===== src/logic/tfg_pkg.sv =====
// Package of constants and carrier types for the test-frame generator and checker registers
package tfg_pkg;

   // Register offsets
   localparam logic [15:0] CHK_CTRL_OFS   = 16'h0620;
   localparam logic [15:0] GEN_CTRL_OFS   = 16'h0621;
   localparam logic [15:0] BAD_LO_OFS     = 16'h0622;
   localparam logic [15:0] BAD_HI_OFS     = 16'h0623;
   localparam logic [15:0] GEN_CFG_OFS    = 16'h0624;
   localparam logic [15:0] PAT_LO_OFS     = 16'h0625;
   localparam logic [15:0] PAT_MID_OFS    = 16'h0626;
   localparam logic [15:0] PAT_HI_OFS     = 16'h0627;
   localparam logic [15:0] DA_LO_OFS      = 16'h0628;
   localparam logic [15:0] DA_MID_OFS     = 16'h0629;
   localparam logic [15:0] DA_HI_OFS      = 16'h062a;
   localparam logic [15:0] IRQ_STAT_OFS   = 16'h0630;
   localparam logic [15:0] IRQ_MASK_OFS   = 16'h0631;
   localparam logic [15:0] CRC_FLAGS_OFS  = 16'h0638;

   // Reset values
   localparam logic [15:0] GEN_CFG_RST    = 16'h5511;
   localparam logic [15:0] ZERO_RST       = 16'h0000;

   // Bit positions in checker control/status
   localparam int CHK_LOCK_BIT     = 0;
   localparam int CHK_CLEAR_BIT    = 1;
   localparam int CHK_OVF_BIT      = 10;
   localparam int CHK_BUSY_BIT     = 11;
   localparam int CHK_DONE_BIT     = 12;

   // Bit positions in generator control
   localparam int GEN_WRAP_BIT     = 0;
   localparam int GEN_START_BIT    = 1;
   localparam int GEN_STOP_BIT     = 2;

   // Interrupt status bits
   localparam int IRQ_DONE_BIT     = 0;
   localparam int IRQ_OVF_BIT      = 1;
   localparam int IRQ_CRC_BIT      = 2;
   localparam int IRQ_W            = 3;

   // Generator configuration fields
   localparam int FIX_MSB          = 15;
   localparam int FIX_LSB          = 8;
   localparam int MODE_MSB         = 7;
   localparam int MODE_LSB         = 6;
   localparam int VLD_MSB          = 5;
   localparam int VLD_LSB          = 3;
   localparam int CNT_MSB          = 2;
   localparam int CNT_LSB          = 0;

   localparam logic [2:0] VLD_MAX       = 3'h6;
   localparam logic [2:0] CNT_CONTINUOUS = 3'h7;

   // Frame counts per code
   localparam logic [19:0] FRAMES_C0 = 20'h0_0001;
   localparam logic [19:0] FRAMES_C1 = 20'h0_000a;
   localparam logic [19:0] FRAMES_C2 = 20'h0_0064;
   localparam logic [19:0] FRAMES_C3 = 20'h0_03e8;
   localparam logic [19:0] FRAMES_C4 = 20'h0_2710;
   localparam logic [19:0] FRAMES_C5 = 20'h1_86a0;
   localparam logic [19:0] FRAMES_C6 = 20'hf_4240;

   typedef enum logic [1:0]
   {
      TFG_MODE_INCR  = 2'h0,
      TFG_MODE_FIXED = 2'h1,
      TFG_MODE_PRBS  = 2'h2
   } tfg_mode_t;

   // Register bus request
   typedef struct packed
   {
      logic        wr;
      logic        rd;
      logic [15:0] addr;
      logic [15:0] wdata;
   } tfg_bus_req_t;

   // Settings handed to the frame datapath
   typedef struct packed
   {
      tfg_mode_t   mode;
      logic [7:0]  fixed_byte;
      logic [2:0]  valid_bytes;
      logic [47:0] pattern;
      logic [47:0] da_match;
   } tfg_gen_cfg_t;

endpackage : tfg_pkg


===== src/logic/tfg_err_counter.sv =====
// Errored-frame counter with saturate or wrap, snapshot and clear
`timescale 1ns/1ns
module tfg_err_counter
   import tfg_pkg::*;
(
   // Clock and reset
   input  wire logic        sys_clk_in,
   input  wire logic        rst_in,
   // Control
   input  wire logic        bad_frame_in,
   input  wire logic        wrap_in,
   input  wire logic        lock_in,
   input  wire logic        clear_in,
   // Results
   output logic [31:0]      snap_out,
   output logic             ovf_out,
   output logic             ovf_evt_out
);

   logic [31:0] cnt_r;
   logic [31:0] cnt_nxt;
   logic [31:0] snap_r;
   logic [31:0] snap_nxt;
   logic        ovf_r;
   logic        ovf_nxt;
   logic        evt_r;
   logic        evt_nxt;

   always_comb
   begin
      cnt_nxt  = cnt_r;
      ovf_nxt  = ovf_r;
      snap_nxt = snap_r;
      evt_nxt  = 1'b0;
      if (lock_in || clear_in)
      begin
         snap_nxt = cnt_r;
      end
      if (clear_in)
      begin
         cnt_nxt = 32'h0000_0000;
         ovf_nxt = 1'b0;
      end
      // An error in the clearing cycle still counts
      if (bad_frame_in)
      begin
         if (&cnt_nxt)
         begin
            ovf_nxt = 1'b1;
            evt_nxt = 1'b1;
            if (wrap_in)
            begin
               cnt_nxt = 32'h0000_0000;
            end
         end
         else
         begin
            cnt_nxt = cnt_nxt + 32'h0000_0001;
         end
      end
   end

   always_ff @(posedge sys_clk_in or posedge rst_in)
   begin
      if (rst_in)
      begin
         cnt_r  <= 32'h0000_0000;
         snap_r <= 32'h0000_0000;
         ovf_r  <= 1'b0;
         evt_r  <= 1'b0;
      end
      else
      begin
         cnt_r  <= cnt_nxt;
         snap_r <= snap_nxt;
         ovf_r  <= ovf_nxt;
         evt_r  <= evt_nxt;
      end
   end

   assign snap_out    = snap_r;
   assign ovf_out     = ovf_r;
   assign ovf_evt_out = evt_r;

endmodule : tfg_err_counter


===== src/logic/tfg_regs.sv =====
// Register file and frame-count sequencer of the test-frame generator and checker
//
// The implementer's own choice: the address-and-strobe port.
`timescale 1ns/1ns
// How it works
// - 32-bit errored-frame count readable as two read-only halves at 0x622 and 0x623.
// - Writing checker control bit 0 or 1 snapshots both count halves.
// - With counting mode zero the count sticks at all ones.
// - Config bits 15:8 hold the fixed payload byte, reset 0x55.
// - Config bits 7:6 pick incremental, fixed or pseudo-random payload; resets incremental.
// - Config bits 5:3 give valid pattern bytes, 7 treated as 6, reset 2.
// - Config bits 2:0 pick 1 to 1000000 frames or continuous; reset code 1.
// - 48-bit pattern over 0x625..0x627, read/write, reset zero.
// - 48-bit destination match value over 0x628..0x62A, read/write, reset zero.
// - Bit 0 write only freezes; bit 1 freezes then clears counters and overflow.
// - Busy while frames are produced; done once all requested frames are sent.
module tfg_regs
   import tfg_pkg::*;
(
   // Clock and reset
   input  wire logic         sys_clk_in,
   input  wire logic         rst_in,
   // Register port
   input  tfg_bus_req_t      bus_in,
   output logic [15:0]       rdata_out,
   // Checker and transmit events
   input  wire logic         bad_frame_in,
   input  wire logic         tx_frame_sent_in,
   input  wire logic         tx_bad_crc_in,
   input  wire logic         rx_bad_crc_in,
   // Datapath control
   output tfg_gen_cfg_t      gen_cfg_out,
   output logic              gen_busy_out,
   output logic              gen_done_out,
   // Interrupt
   output logic              irq_out
);

   typedef enum logic [1:0] {ST_IDLE, ST_RUN, ST_DONE} tfg_state_t;

   // Frame total for a count code; zero means continuous
   function automatic logic [19:0] frames_for(input logic [2:0] code);
      case (code)
         3'h0:    frames_for = FRAMES_C0;
         3'h1:    frames_for = FRAMES_C1;
         3'h2:    frames_for = FRAMES_C2;
         3'h3:    frames_for = FRAMES_C3;
         3'h4:    frames_for = FRAMES_C4;
         3'h5:    frames_for = FRAMES_C5;
         3'h6:    frames_for = FRAMES_C6;
         default: frames_for = 20'h0_0000;
      endcase
   endfunction : frames_for

   function automatic logic hit(input logic [15:0] addr, input logic [15:0] ofs);
      hit = (addr == ofs);
   endfunction : hit

   // Configuration state
   logic [15:0]      cfg_r;
   logic [15:0]      cfg_nxt;
   logic [47:0]      pat_r;
   logic [47:0]      pat_nxt;
   logic [47:0]      da_r;
   logic [47:0]      da_nxt;
   logic             wrap_r;
   logic             wrap_nxt;
   logic [IRQ_W-1:0] stat_r;
   logic [IRQ_W-1:0] stat_nxt;
   logic [IRQ_W-1:0] mask_r;
   logic [IRQ_W-1:0] mask_nxt;
   logic [1:0]       crc_r;
   logic [1:0]       crc_nxt;
   logic             irq_r;
   logic             irq_nxt;
   logic [15:0]      rdata_r;
   logic [15:0]      rdata_nxt;
   tfg_gen_cfg_t     gcfg_r;
   tfg_gen_cfg_t     gcfg_nxt;

   // Sequencer state
   tfg_state_t       st_r;
   tfg_state_t       st_nxt;
   logic [19:0]      sent_r;
   logic [19:0]      sent_nxt;
   logic [19:0]      goal_r;
   logic [19:0]      goal_nxt;
   logic             busy_r;
   logic             busy_nxt;
   logic             done_r;
   logic             done_nxt;
   logic             done_evt;

   // Decoded strobes
   logic             chk_wr;
   logic             lock_pulse;
   logic             clear_pulse;
   logic             start_pulse;
   logic             stop_pulse;
   logic [31:0]      snap;
   logic             ovf;
   logic             ovf_evt;

   assign chk_wr      = bus_in.wr && hit(bus_in.addr, CHK_CTRL_OFS);
   assign lock_pulse  = chk_wr && bus_in.wdata[CHK_LOCK_BIT];
   assign clear_pulse = chk_wr && bus_in.wdata[CHK_CLEAR_BIT];
   assign start_pulse = bus_in.wr && hit(bus_in.addr, GEN_CTRL_OFS)
                        && bus_in.wdata[GEN_START_BIT];
   assign stop_pulse  = bus_in.wr && hit(bus_in.addr, GEN_CTRL_OFS)
                        && bus_in.wdata[GEN_STOP_BIT];

   tfg_err_counter u_err_counter
   (
      .sys_clk_in   (sys_clk_in),
      .rst_in       (rst_in),
      .bad_frame_in (bad_frame_in),
      .wrap_in      (wrap_r),
      .lock_in      (lock_pulse),
      .clear_in     (clear_pulse),
      .snap_out     (snap),
      .ovf_out      (ovf),
      .ovf_evt_out  (ovf_evt)
   );

   // Register writes, reads and interrupt
   always_comb
   begin
      cfg_nxt   = cfg_r;
      pat_nxt   = pat_r;
      da_nxt    = da_r;
      wrap_nxt  = wrap_r;
      mask_nxt  = mask_r;
      stat_nxt  = stat_r;
      rdata_nxt = 16'h0000;
      crc_nxt   = {rx_bad_crc_in, tx_bad_crc_in};
      if (bus_in.wr)
      begin
         if (hit(bus_in.addr, GEN_CFG_OFS))  cfg_nxt = bus_in.wdata;
         if (hit(bus_in.addr, PAT_LO_OFS))   pat_nxt[15:0]  = bus_in.wdata;
         if (hit(bus_in.addr, PAT_MID_OFS))  pat_nxt[31:16] = bus_in.wdata;
         if (hit(bus_in.addr, PAT_HI_OFS))   pat_nxt[47:32] = bus_in.wdata;
         if (hit(bus_in.addr, DA_LO_OFS))    da_nxt[15:0]   = bus_in.wdata;
         if (hit(bus_in.addr, DA_MID_OFS))   da_nxt[31:16]  = bus_in.wdata;
         if (hit(bus_in.addr, DA_HI_OFS))    da_nxt[47:32]  = bus_in.wdata;
         if (hit(bus_in.addr, GEN_CTRL_OFS)) wrap_nxt = bus_in.wdata[GEN_WRAP_BIT];
         if (hit(bus_in.addr, IRQ_MASK_OFS)) mask_nxt = bus_in.wdata[IRQ_W-1:0];
         if (hit(bus_in.addr, IRQ_STAT_OFS)) stat_nxt = stat_r & ~bus_in.wdata[IRQ_W-1:0];
      end
      // Events set after the clear so that they win
      if (done_evt)       stat_nxt[IRQ_DONE_BIT] = 1'b1;
      if (ovf_evt)        stat_nxt[IRQ_OVF_BIT]  = 1'b1;
      if (|crc_nxt && !(|crc_r)) stat_nxt[IRQ_CRC_BIT] = 1'b1;
      irq_nxt = |(stat_nxt & mask_nxt);
      if (bus_in.rd)
      begin
         case (bus_in.addr)
            CHK_CTRL_OFS:
            begin
               rdata_nxt[CHK_OVF_BIT]  = ovf;
               rdata_nxt[CHK_BUSY_BIT] = busy_r;
               rdata_nxt[CHK_DONE_BIT] = done_r;
            end
            GEN_CTRL_OFS:  rdata_nxt[GEN_WRAP_BIT] = wrap_r;
            BAD_LO_OFS:    rdata_nxt = snap[15:0];
            BAD_HI_OFS:    rdata_nxt = snap[31:16];
            GEN_CFG_OFS:   rdata_nxt = cfg_r;
            PAT_LO_OFS:    rdata_nxt = pat_r[15:0];
            PAT_MID_OFS:   rdata_nxt = pat_r[31:16];
            PAT_HI_OFS:    rdata_nxt = pat_r[47:32];
            DA_LO_OFS:     rdata_nxt = da_r[15:0];
            DA_MID_OFS:    rdata_nxt = da_r[31:16];
            DA_HI_OFS:     rdata_nxt = da_r[47:32];
            IRQ_STAT_OFS:  rdata_nxt[IRQ_W-1:0] = stat_r;
            IRQ_MASK_OFS:  rdata_nxt[IRQ_W-1:0] = mask_r;
            CRC_FLAGS_OFS: rdata_nxt[1:0] = crc_r;
            default:       rdata_nxt = 16'h0000;
         endcase
      end
   end

   // Datapath settings decoded from the configuration
   always_comb
   begin
      gcfg_nxt.fixed_byte = cfg_r[FIX_MSB:FIX_LSB];
      if (cfg_r[MODE_MSB])
      begin
         gcfg_nxt.mode = TFG_MODE_PRBS;
      end
      else if (cfg_r[MODE_LSB])
      begin
         gcfg_nxt.mode = TFG_MODE_FIXED;
      end
      else
      begin
         gcfg_nxt.mode = TFG_MODE_INCR;
      end
      if (cfg_r[VLD_MSB:VLD_LSB] > VLD_MAX)
      begin
         gcfg_nxt.valid_bytes = VLD_MAX;
      end
      else
      begin
         gcfg_nxt.valid_bytes = cfg_r[VLD_MSB:VLD_LSB];
      end
      gcfg_nxt.pattern  = pat_r;
      gcfg_nxt.da_match = da_r;
   end

   // Frame-count sequencer
   always_comb
   begin
      st_nxt   = st_r;
      sent_nxt = sent_r;
      goal_nxt = goal_r;
      done_evt = 1'b0;
      case (st_r)
         ST_IDLE, ST_DONE:
         begin
            if (start_pulse)
            begin
               goal_nxt = frames_for(cfg_r[CNT_MSB:CNT_LSB]);
               sent_nxt = 20'h0_0000;
               st_nxt   = ST_RUN;
            end
         end
         ST_RUN:
         begin
            if (stop_pulse)
            begin
               st_nxt = ST_IDLE;
            end
            else if (tx_frame_sent_in)
            begin
               sent_nxt = sent_r + 20'h0_0001;
               // A zero goal runs without end
               if (goal_r != 20'h0_0000 && sent_nxt == goal_r)
               begin
                  st_nxt   = ST_DONE;
                  done_evt = 1'b1;
               end
            end
         end
         default: st_nxt = ST_IDLE;
      endcase
      busy_nxt = (st_nxt == ST_RUN);
      done_nxt = (st_nxt == ST_DONE);
   end

   always_ff @(posedge sys_clk_in or posedge rst_in)
   begin
      if (rst_in)
      begin
         cfg_r   <= GEN_CFG_RST;
         pat_r   <= 48'h0000_0000_0000;
         da_r    <= 48'h0000_0000_0000;
         wrap_r  <= 1'b0;
         stat_r  <= '0;
         mask_r  <= '0;
         crc_r   <= 2'h0;
         irq_r   <= 1'b0;
         rdata_r <= ZERO_RST;
         gcfg_r  <= '0;
         st_r    <= ST_IDLE;
         sent_r  <= 20'h0_0000;
         goal_r  <= 20'h0_0000;
         busy_r  <= 1'b0;
         done_r  <= 1'b0;
      end
      else
      begin
         cfg_r   <= cfg_nxt;
         pat_r   <= pat_nxt;
         da_r    <= da_nxt;
         wrap_r  <= wrap_nxt;
         stat_r  <= stat_nxt;
         mask_r  <= mask_nxt;
         crc_r   <= crc_nxt;
         irq_r   <= irq_nxt;
         rdata_r <= rdata_nxt;
         gcfg_r  <= gcfg_nxt;
         st_r    <= st_nxt;
         sent_r  <= sent_nxt;
         goal_r  <= goal_nxt;
         busy_r  <= busy_nxt;
         done_r  <= done_nxt;
      end
   end

   assign rdata_out    = rdata_r;
   assign gen_cfg_out  = gcfg_r;
   assign gen_busy_out = busy_r;
   assign gen_done_out = done_r;
   assign irq_out      = irq_r;

endmodule : tfg_regs


===== config.mk =====
export PLATFORM = sky130hd
export DESIGN_NAME = tfg_regs
export DESIGN_NICKNAME = d
export VERILOG_FILES = /design/src/logic/tfg_pkg.sv /design/src/logic/tfg_err_counter.sv /design/src/logic/tfg_regs.sv
export SDC_FILE = /design/constraint.sdc
export NUM_CORES = 1
export LEC_CHECK = 0
export ABC_AREA = 1
export BUFFER_PORTS_ARGS = -buffer_cell sky130_fd_sc_hd__buf_4
export CAP_MARGIN = 10
export CORE_UTILIZATION = 40
export CTS_CLUSTER_SIZE = 14
export DETAILED_ROUTE_END_ITERATION = 10
export SYNTH_ARGS = -nofsm -noshare
export SYNTH_HDL_FRONTEND = slang
export SYNTH_HIERARCHICAL = 1
export SYNTH_SLANG_ARGS = --single-unit

===== constraint.sdc =====
create_clock -name sys_clk_in -period 11.2 [get_ports sys_clk_in]
set_input_delay 0.56 -clock sys_clk_in [delete_from_list [all_inputs] [get_ports sys_clk_in]]
set_output_delay 0.56 -clock sys_clk_in [all_outputs]
set_load 0.05 [all_outputs]

==> impl_results.rst <==
.. list-table::
   :header-rows: 1

   * - Metric
     - Value
   * - Result of the run
     - complete, no violations
   * - Fraction of synthesized cell area in xor and xnor cells
     - 0.0106
   * - Complex-gate fraction of the synthesized area
     - 0.0916
   * - Last weighted congestion value of the routability-driven placer
     - 0.915
   * - RSZ-0062 raised after global routing
     - no
   * - Total count of max-transition violations in the final report
     - 0
   * - Critical Path RT
     - 11.63 ns
   * - Number of violations of the max-capacitance limit
     - 0
   * - Mean number of vias per cell
     - 5.18
   * - # nets final
     - about 1900
   * - Area overhead of the layout relative to synthesis
     - 19.4%
   * - Post-Route M1 WL
     - ~20000 um
   * - Total power per unit cell area
     - 152 nW/um^2
   * - Met3 wirelength from detailed routing
     - approximately 2900 um
   * - Post-Route Skew
     - 0.0177 ns
   * - Most frequent cells in the layout
     - sky130_fd_sc_hd__nand2_1, sky130_fd_sc_hd__dfrtp_1, sky130_fd_sc_hd__buf_4
   * - Highest fanout seen on the critical path
     - 47
   * - Via count of the first global-routing pass
     - 12000
   * - Sequential-to-total area share from yosys stat
     - 0.572
   * - Total CTS buffers
     - 38
   * - Category of the most critical setup path
     - in2reg
   * - Headroom to the max-slew limit
     - 0.240
   * - Pin count of the biggest net entering global routing
     - 88
   * - Minimum setup slack in the final design
     - 6.70 ns
   * - Least-Margin Pin Slew
     - 1.13 ns
   * - Main combinational cell family by area after synthesis
     - simple AND/OR/NAND/NOR gates
   * - Portion of total power attributed to combinational logic
     - 0.064
   * - CTS tree
     - yes
   * - Sequential Power Share
     - 0.474
   * - Leakage component of the power
     - 9.11 nW
   * - Wire length of the first global-routing pass
     - 69900 um
   * - Critical Path Sink Type
     - flop
   * - Switching fraction of total power
     - 0.241
   * - Number of gates resized after cts
     - 0
   * - Chip Width
     - 198 um
   * - Portion of synthesized cell area occupied by the leading cell type
     - 0.561
   * - Count of TritonRoute iterations in the first routing pass
     - 5
   * - Total setup buffers inserted after CTS
     - 0
   * - Effective utilization at floorplan
     - 0.407
   * - Clock power share
     - 0.462
   * - Number of cells traversed by the worst register-to-register path
     - 11
   * - Placement Setup Slack
     - roughly 6 ns
   * - Achievable clock frequency
     - 222 MHz
   * - Synth warnings
     - 6
   * - Inserted Diodes
     - 0
   * - Mux share of post-synthesis cell area
     - 0.0124
   * - Share of post-route cells with drive strength above 1
     - 0.172
   * - Wire length reported by the detailed router
     - 45100 um
   * - Total die area
     - 39200 um^2
   * - Post-synth EDFFs
     - 0
   * - Worst Path Arrival
     - 4.94 ns
   * - Share of flip-flops with an asynchronous set or reset after synthesis
     - 1.00
   * - Number of buffers on the longest clock path
     - 3
   * - Clock sink count
     - 351
   * - Max H-tree Level
     - 2
   * - FF-to-FF End
     - u_err_counter/cnt_r[3]
   * - Setup TNS
     - 0 ns
   * - Worst-case register-to-register setup slack
     - 8.56 ns
   * - Switching power
     - 0.674 mW
   * - Filler Cells Inserted
     - 3582
   * - Worst-Skew Late Latency
     - 0.54 ns
   * - Aggregate global routing overflow
     - 0
   * - Post-DP HPWL
     - 32200 um
   * - Antenna violations before repair
     - 2
   * - Final setup violation count
     - 0
   * - Cell Int Power
     - 2.12 mW
   * - Detail Route met2 WL
     - 20800 um
   * - Overall track demand over capacity in global routing
     - 0.234
   * - Uppermost signal routing layer after detailed routing
     - met5
   * - Beginning of the worst register-to-register path
     - u_err_counter/cnt_r[0]
   * - Class of the worst hold path
     - in2async
   * - Post-cts hold buffer count
     - 0
   * - Residual DRC count
     - 0
   * - Synthesized cell area
     - 15400 um^2
   * - First-iteration detailed-routing DRC count
     - 899
   * - PortBufs
     - between 150 and 200
   * - Sort of element at the start of the critical path
     - input pin
   * - Final Cycle Share
     - 0.402
   * - Primary flip-flop cell chosen by synthesis mapping
     - sky130_fd_sc_hd__dfrtp_1
   * - Count of standard-cell rows
     - slightly above 70
   * - Arithmetic-cell share of the synthesized area counting full adders, half adders and majority gates
     - 0.00163
   * - Simple-gate share of the synthesized area
     - 0.258
   * - Final routed wire length divided by cell count
     - 18.5 um
   * - Synth unique cells
     - 54
   * - Detailed-route via count
     - around 13000
   * - Post-route antenna net violation count
     - 0
   * - Net count after synthesis
     - 1777
   * - Top cells by area, synth
     - sky130_fd_sc_hd__dfrtp_1, sky130_fd_sc_hd__nand2_1, sky130_fd_sc_hd__o21ai_0
   * - Boundary Pins
     - approximately 170
   * - Mean Syn Cell Area
     - 8.87 um^2
   * - Most frequent standard cell in the layout excluding fill and tap cells
     - sky130_fd_sc_hd__nand2_1
   * - Time the worst path needs with I/O delays and setup
     - 4.50 ns
   * - Worst-case vdd ir drop
     - 0.0990 mV
   * - Die height
     - around 200 um
   * - Gate count after technology mapping
     - 1735
   * - Hold Vio Cnt, Final
     - 0
   * - Most area-hungry cell type in the Yosys netlist
     - sky130_fd_sc_hd__dfrtp_1
   * - Area of the core region
     - between 30000 and 40000 um^2
   * - Count of state elements after synthesis
     - ~350
   * - Clock input transition at the sequential cells of the worst setup and hold paths
     - 0.06 ns
   * - Root Buffer
     - sky130_fd_sc_hd__clkbuf_16
## cells in the mapped netlist, types with 3 or more instances
cell and number:
sky130_fd_sc_hd__buf_4 7, sky130_fd_sc_hd__nand3b_1 9, sky130_fd_sc_hd__inv_1 124, sky130_fd_sc_hd__a21oi_1 21, sky130_fd_sc_hd__a211oi_1 6, sky130_fd_sc_hd__nand2_2 11
sky130_fd_sc_hd__clkinv_1 5, sky130_fd_sc_hd__nand2_1 538, sky130_fd_sc_hd__buf_2 13, sky130_fd_sc_hd__clkbuf_1 32, sky130_fd_sc_hd__nor3_1 8, sky130_fd_sc_hd__o21ai_2 5
sky130_fd_sc_hd__dfstp_2 6, sky130_fd_sc_hd__nor2_4 10, sky130_fd_sc_hd__xnor2_1 5, sky130_fd_sc_hd__a22o_1 16, sky130_fd_sc_hd__xor2_1 11, sky130_fd_sc_hd__buf_6 5
sky130_fd_sc_hd__o21ai_1 21, sky130_fd_sc_hd__o31ai_1 10, sky130_fd_sc_hd__and2_1 3, sky130_fd_sc_hd__inv_2 11, sky130_fd_sc_hd__nand2_4 5, sky130_fd_sc_hd__nand4_1 22
sky130_fd_sc_hd__o21ai_0 157, sky130_fd_sc_hd__mux2_2 17, sky130_fd_sc_hd__nor2_2 8, sky130_fd_sc_hd__nand3_2 6, sky130_fd_sc_hd__nor2_1 140, sky130_fd_sc_hd__nand3_1 123
sky130_fd_sc_hd__a22oi_1 4, sky130_fd_sc_hd__nor2_8 3, sky130_fd_sc_hd__dfrtp_1 345
## worst max-delay path by stage
stage	end	cells after the start	from	slack (ns)
floorplan	cfg_r[11]	1	rst_in	2.79
detailed placement	u_err_counter/cnt_r[17]	20	bus_in[24]	6.18
finish	u_err_counter/cnt_r[17]	20	bus_in[24]	6.70
CTS	u_err_counter/cnt_r[17]	20	bus_in[24]	6.76
global route	u_err_counter/cnt_r[17]	19	bus_in[28]	6.24
global placement	u_err_counter/cnt_r[17]	20	bus_in[29]	6.37
## per-stage QoR
step	std cells	hold WS [ns]	total power, mW	area [um^2]	util
final	2430	0.110	2.79	18400	0.486
after detailed placement	2361	0.385	1.52	17000	0.451
after CTS	2429	0.123	2.82	18300	0.486
after global routing	2430	0.138	2.89	18400	0.486
after floorplan	1735	0.374	1.46	15400	-
after global placement	2361	0.382	1.52	17000	0.451
## area by class of cell
| cell class | instances | area [um^2] | share of cell area |
|---|---|---|---|
| clock buffers | 57 | 1140 | 0.0622 |
| flip-flops and latches | 351 | 8790 | 0.479 |
| inverters | 140 | 533 | 0.0290 |
| multi-input cells | 1184 | 5750 | 0.313 |
| clock inverters | 11 | 156 | 0.00852 |
| repair buffers | 176 | 1340 | 0.0731 |
| well taps | 511 | 639 | 0.0348 |
## registers in the layout, summed over array words and instances, names as in the netlist
register and flops:
cfg_r 16, crc_r 2, da_r 48, gen_busy_out 1, gen_cfg_out 109, gen_done_out 1
goal_r 14, irq_out 1, mask_r 3, pat_r 48, rdata_out 16, sent_r 20
st_r 2, stat_r 3, u_err_counter/cnt_r 32, u_err_counter/ovf_evt_out 1, u_err_counter/ovf_out 1, u_err_counter/snap_out 32
wrap_r 1
## power by group through the flow
stage	combinational (mW)	sequential [mW]	clock, mW
6_report	0.178	1.32	1.29
5_1_grt	0.203	1.33	1.37
4_1_cts	0.179	1.32	1.32
3_5_place_dp	0.179	1.35	0
3_3_place_gp	0.176	1.35	0
2_1_floorplan	0.125	1.34	0
## layer usage
metal  track usage  up-vias
met5             0        -
met4        0.0629        2
met3        0.0339       66
met2         0.367      450
met1         0.339     6113
li1              -     5950
## logic make-up (layout without fill, tap and decap cells)
family	count (synthesis)	after routing
fa+ha+maj	2	2
mux	17	17
compound gates	250	250
simple gates	898	898
flops	351	351
buf+inv	200	384
xor+xnor	17	17
## worst max-delay path: stages
cell and delay [ns]:
sky130_fd_sc_hd__buf_4 0.11, sky130_fd_sc_hd__nor2_1 0.09, sky130_fd_sc_hd__and2_1 0.13, sky130_fd_sc_hd__nand2_1 0.17, sky130_fd_sc_hd__inv_2 0.15, sky130_fd_sc_hd__nand2_4 0.11, sky130_fd_sc_hd__inv_1 0.57, sky130_fd_sc_hd__nand2_1 0.15
sky130_fd_sc_hd__nor2_1 0.76, sky130_fd_sc_hd__inv_2 0.59, sky130_fd_sc_hd__nand3_1 0.28, sky130_fd_sc_hd__nor2_1 0.10, sky130_fd_sc_hd__nand2_2 0.12, sky130_fd_sc_hd__nor2_8 0.06, sky130_fd_sc_hd__nand3_2 0.06, sky130_fd_sc_hd__nand2_2 0.26
sky130_fd_sc_hd__inv_1 0.42, sky130_fd_sc_hd__nand2_1 0.09, sky130_fd_sc_hd__nand2_1 0.08, sky130_fd_sc_hd__inv_1 0.03
No activity file was read; power rests on OpenSTA's default activity.
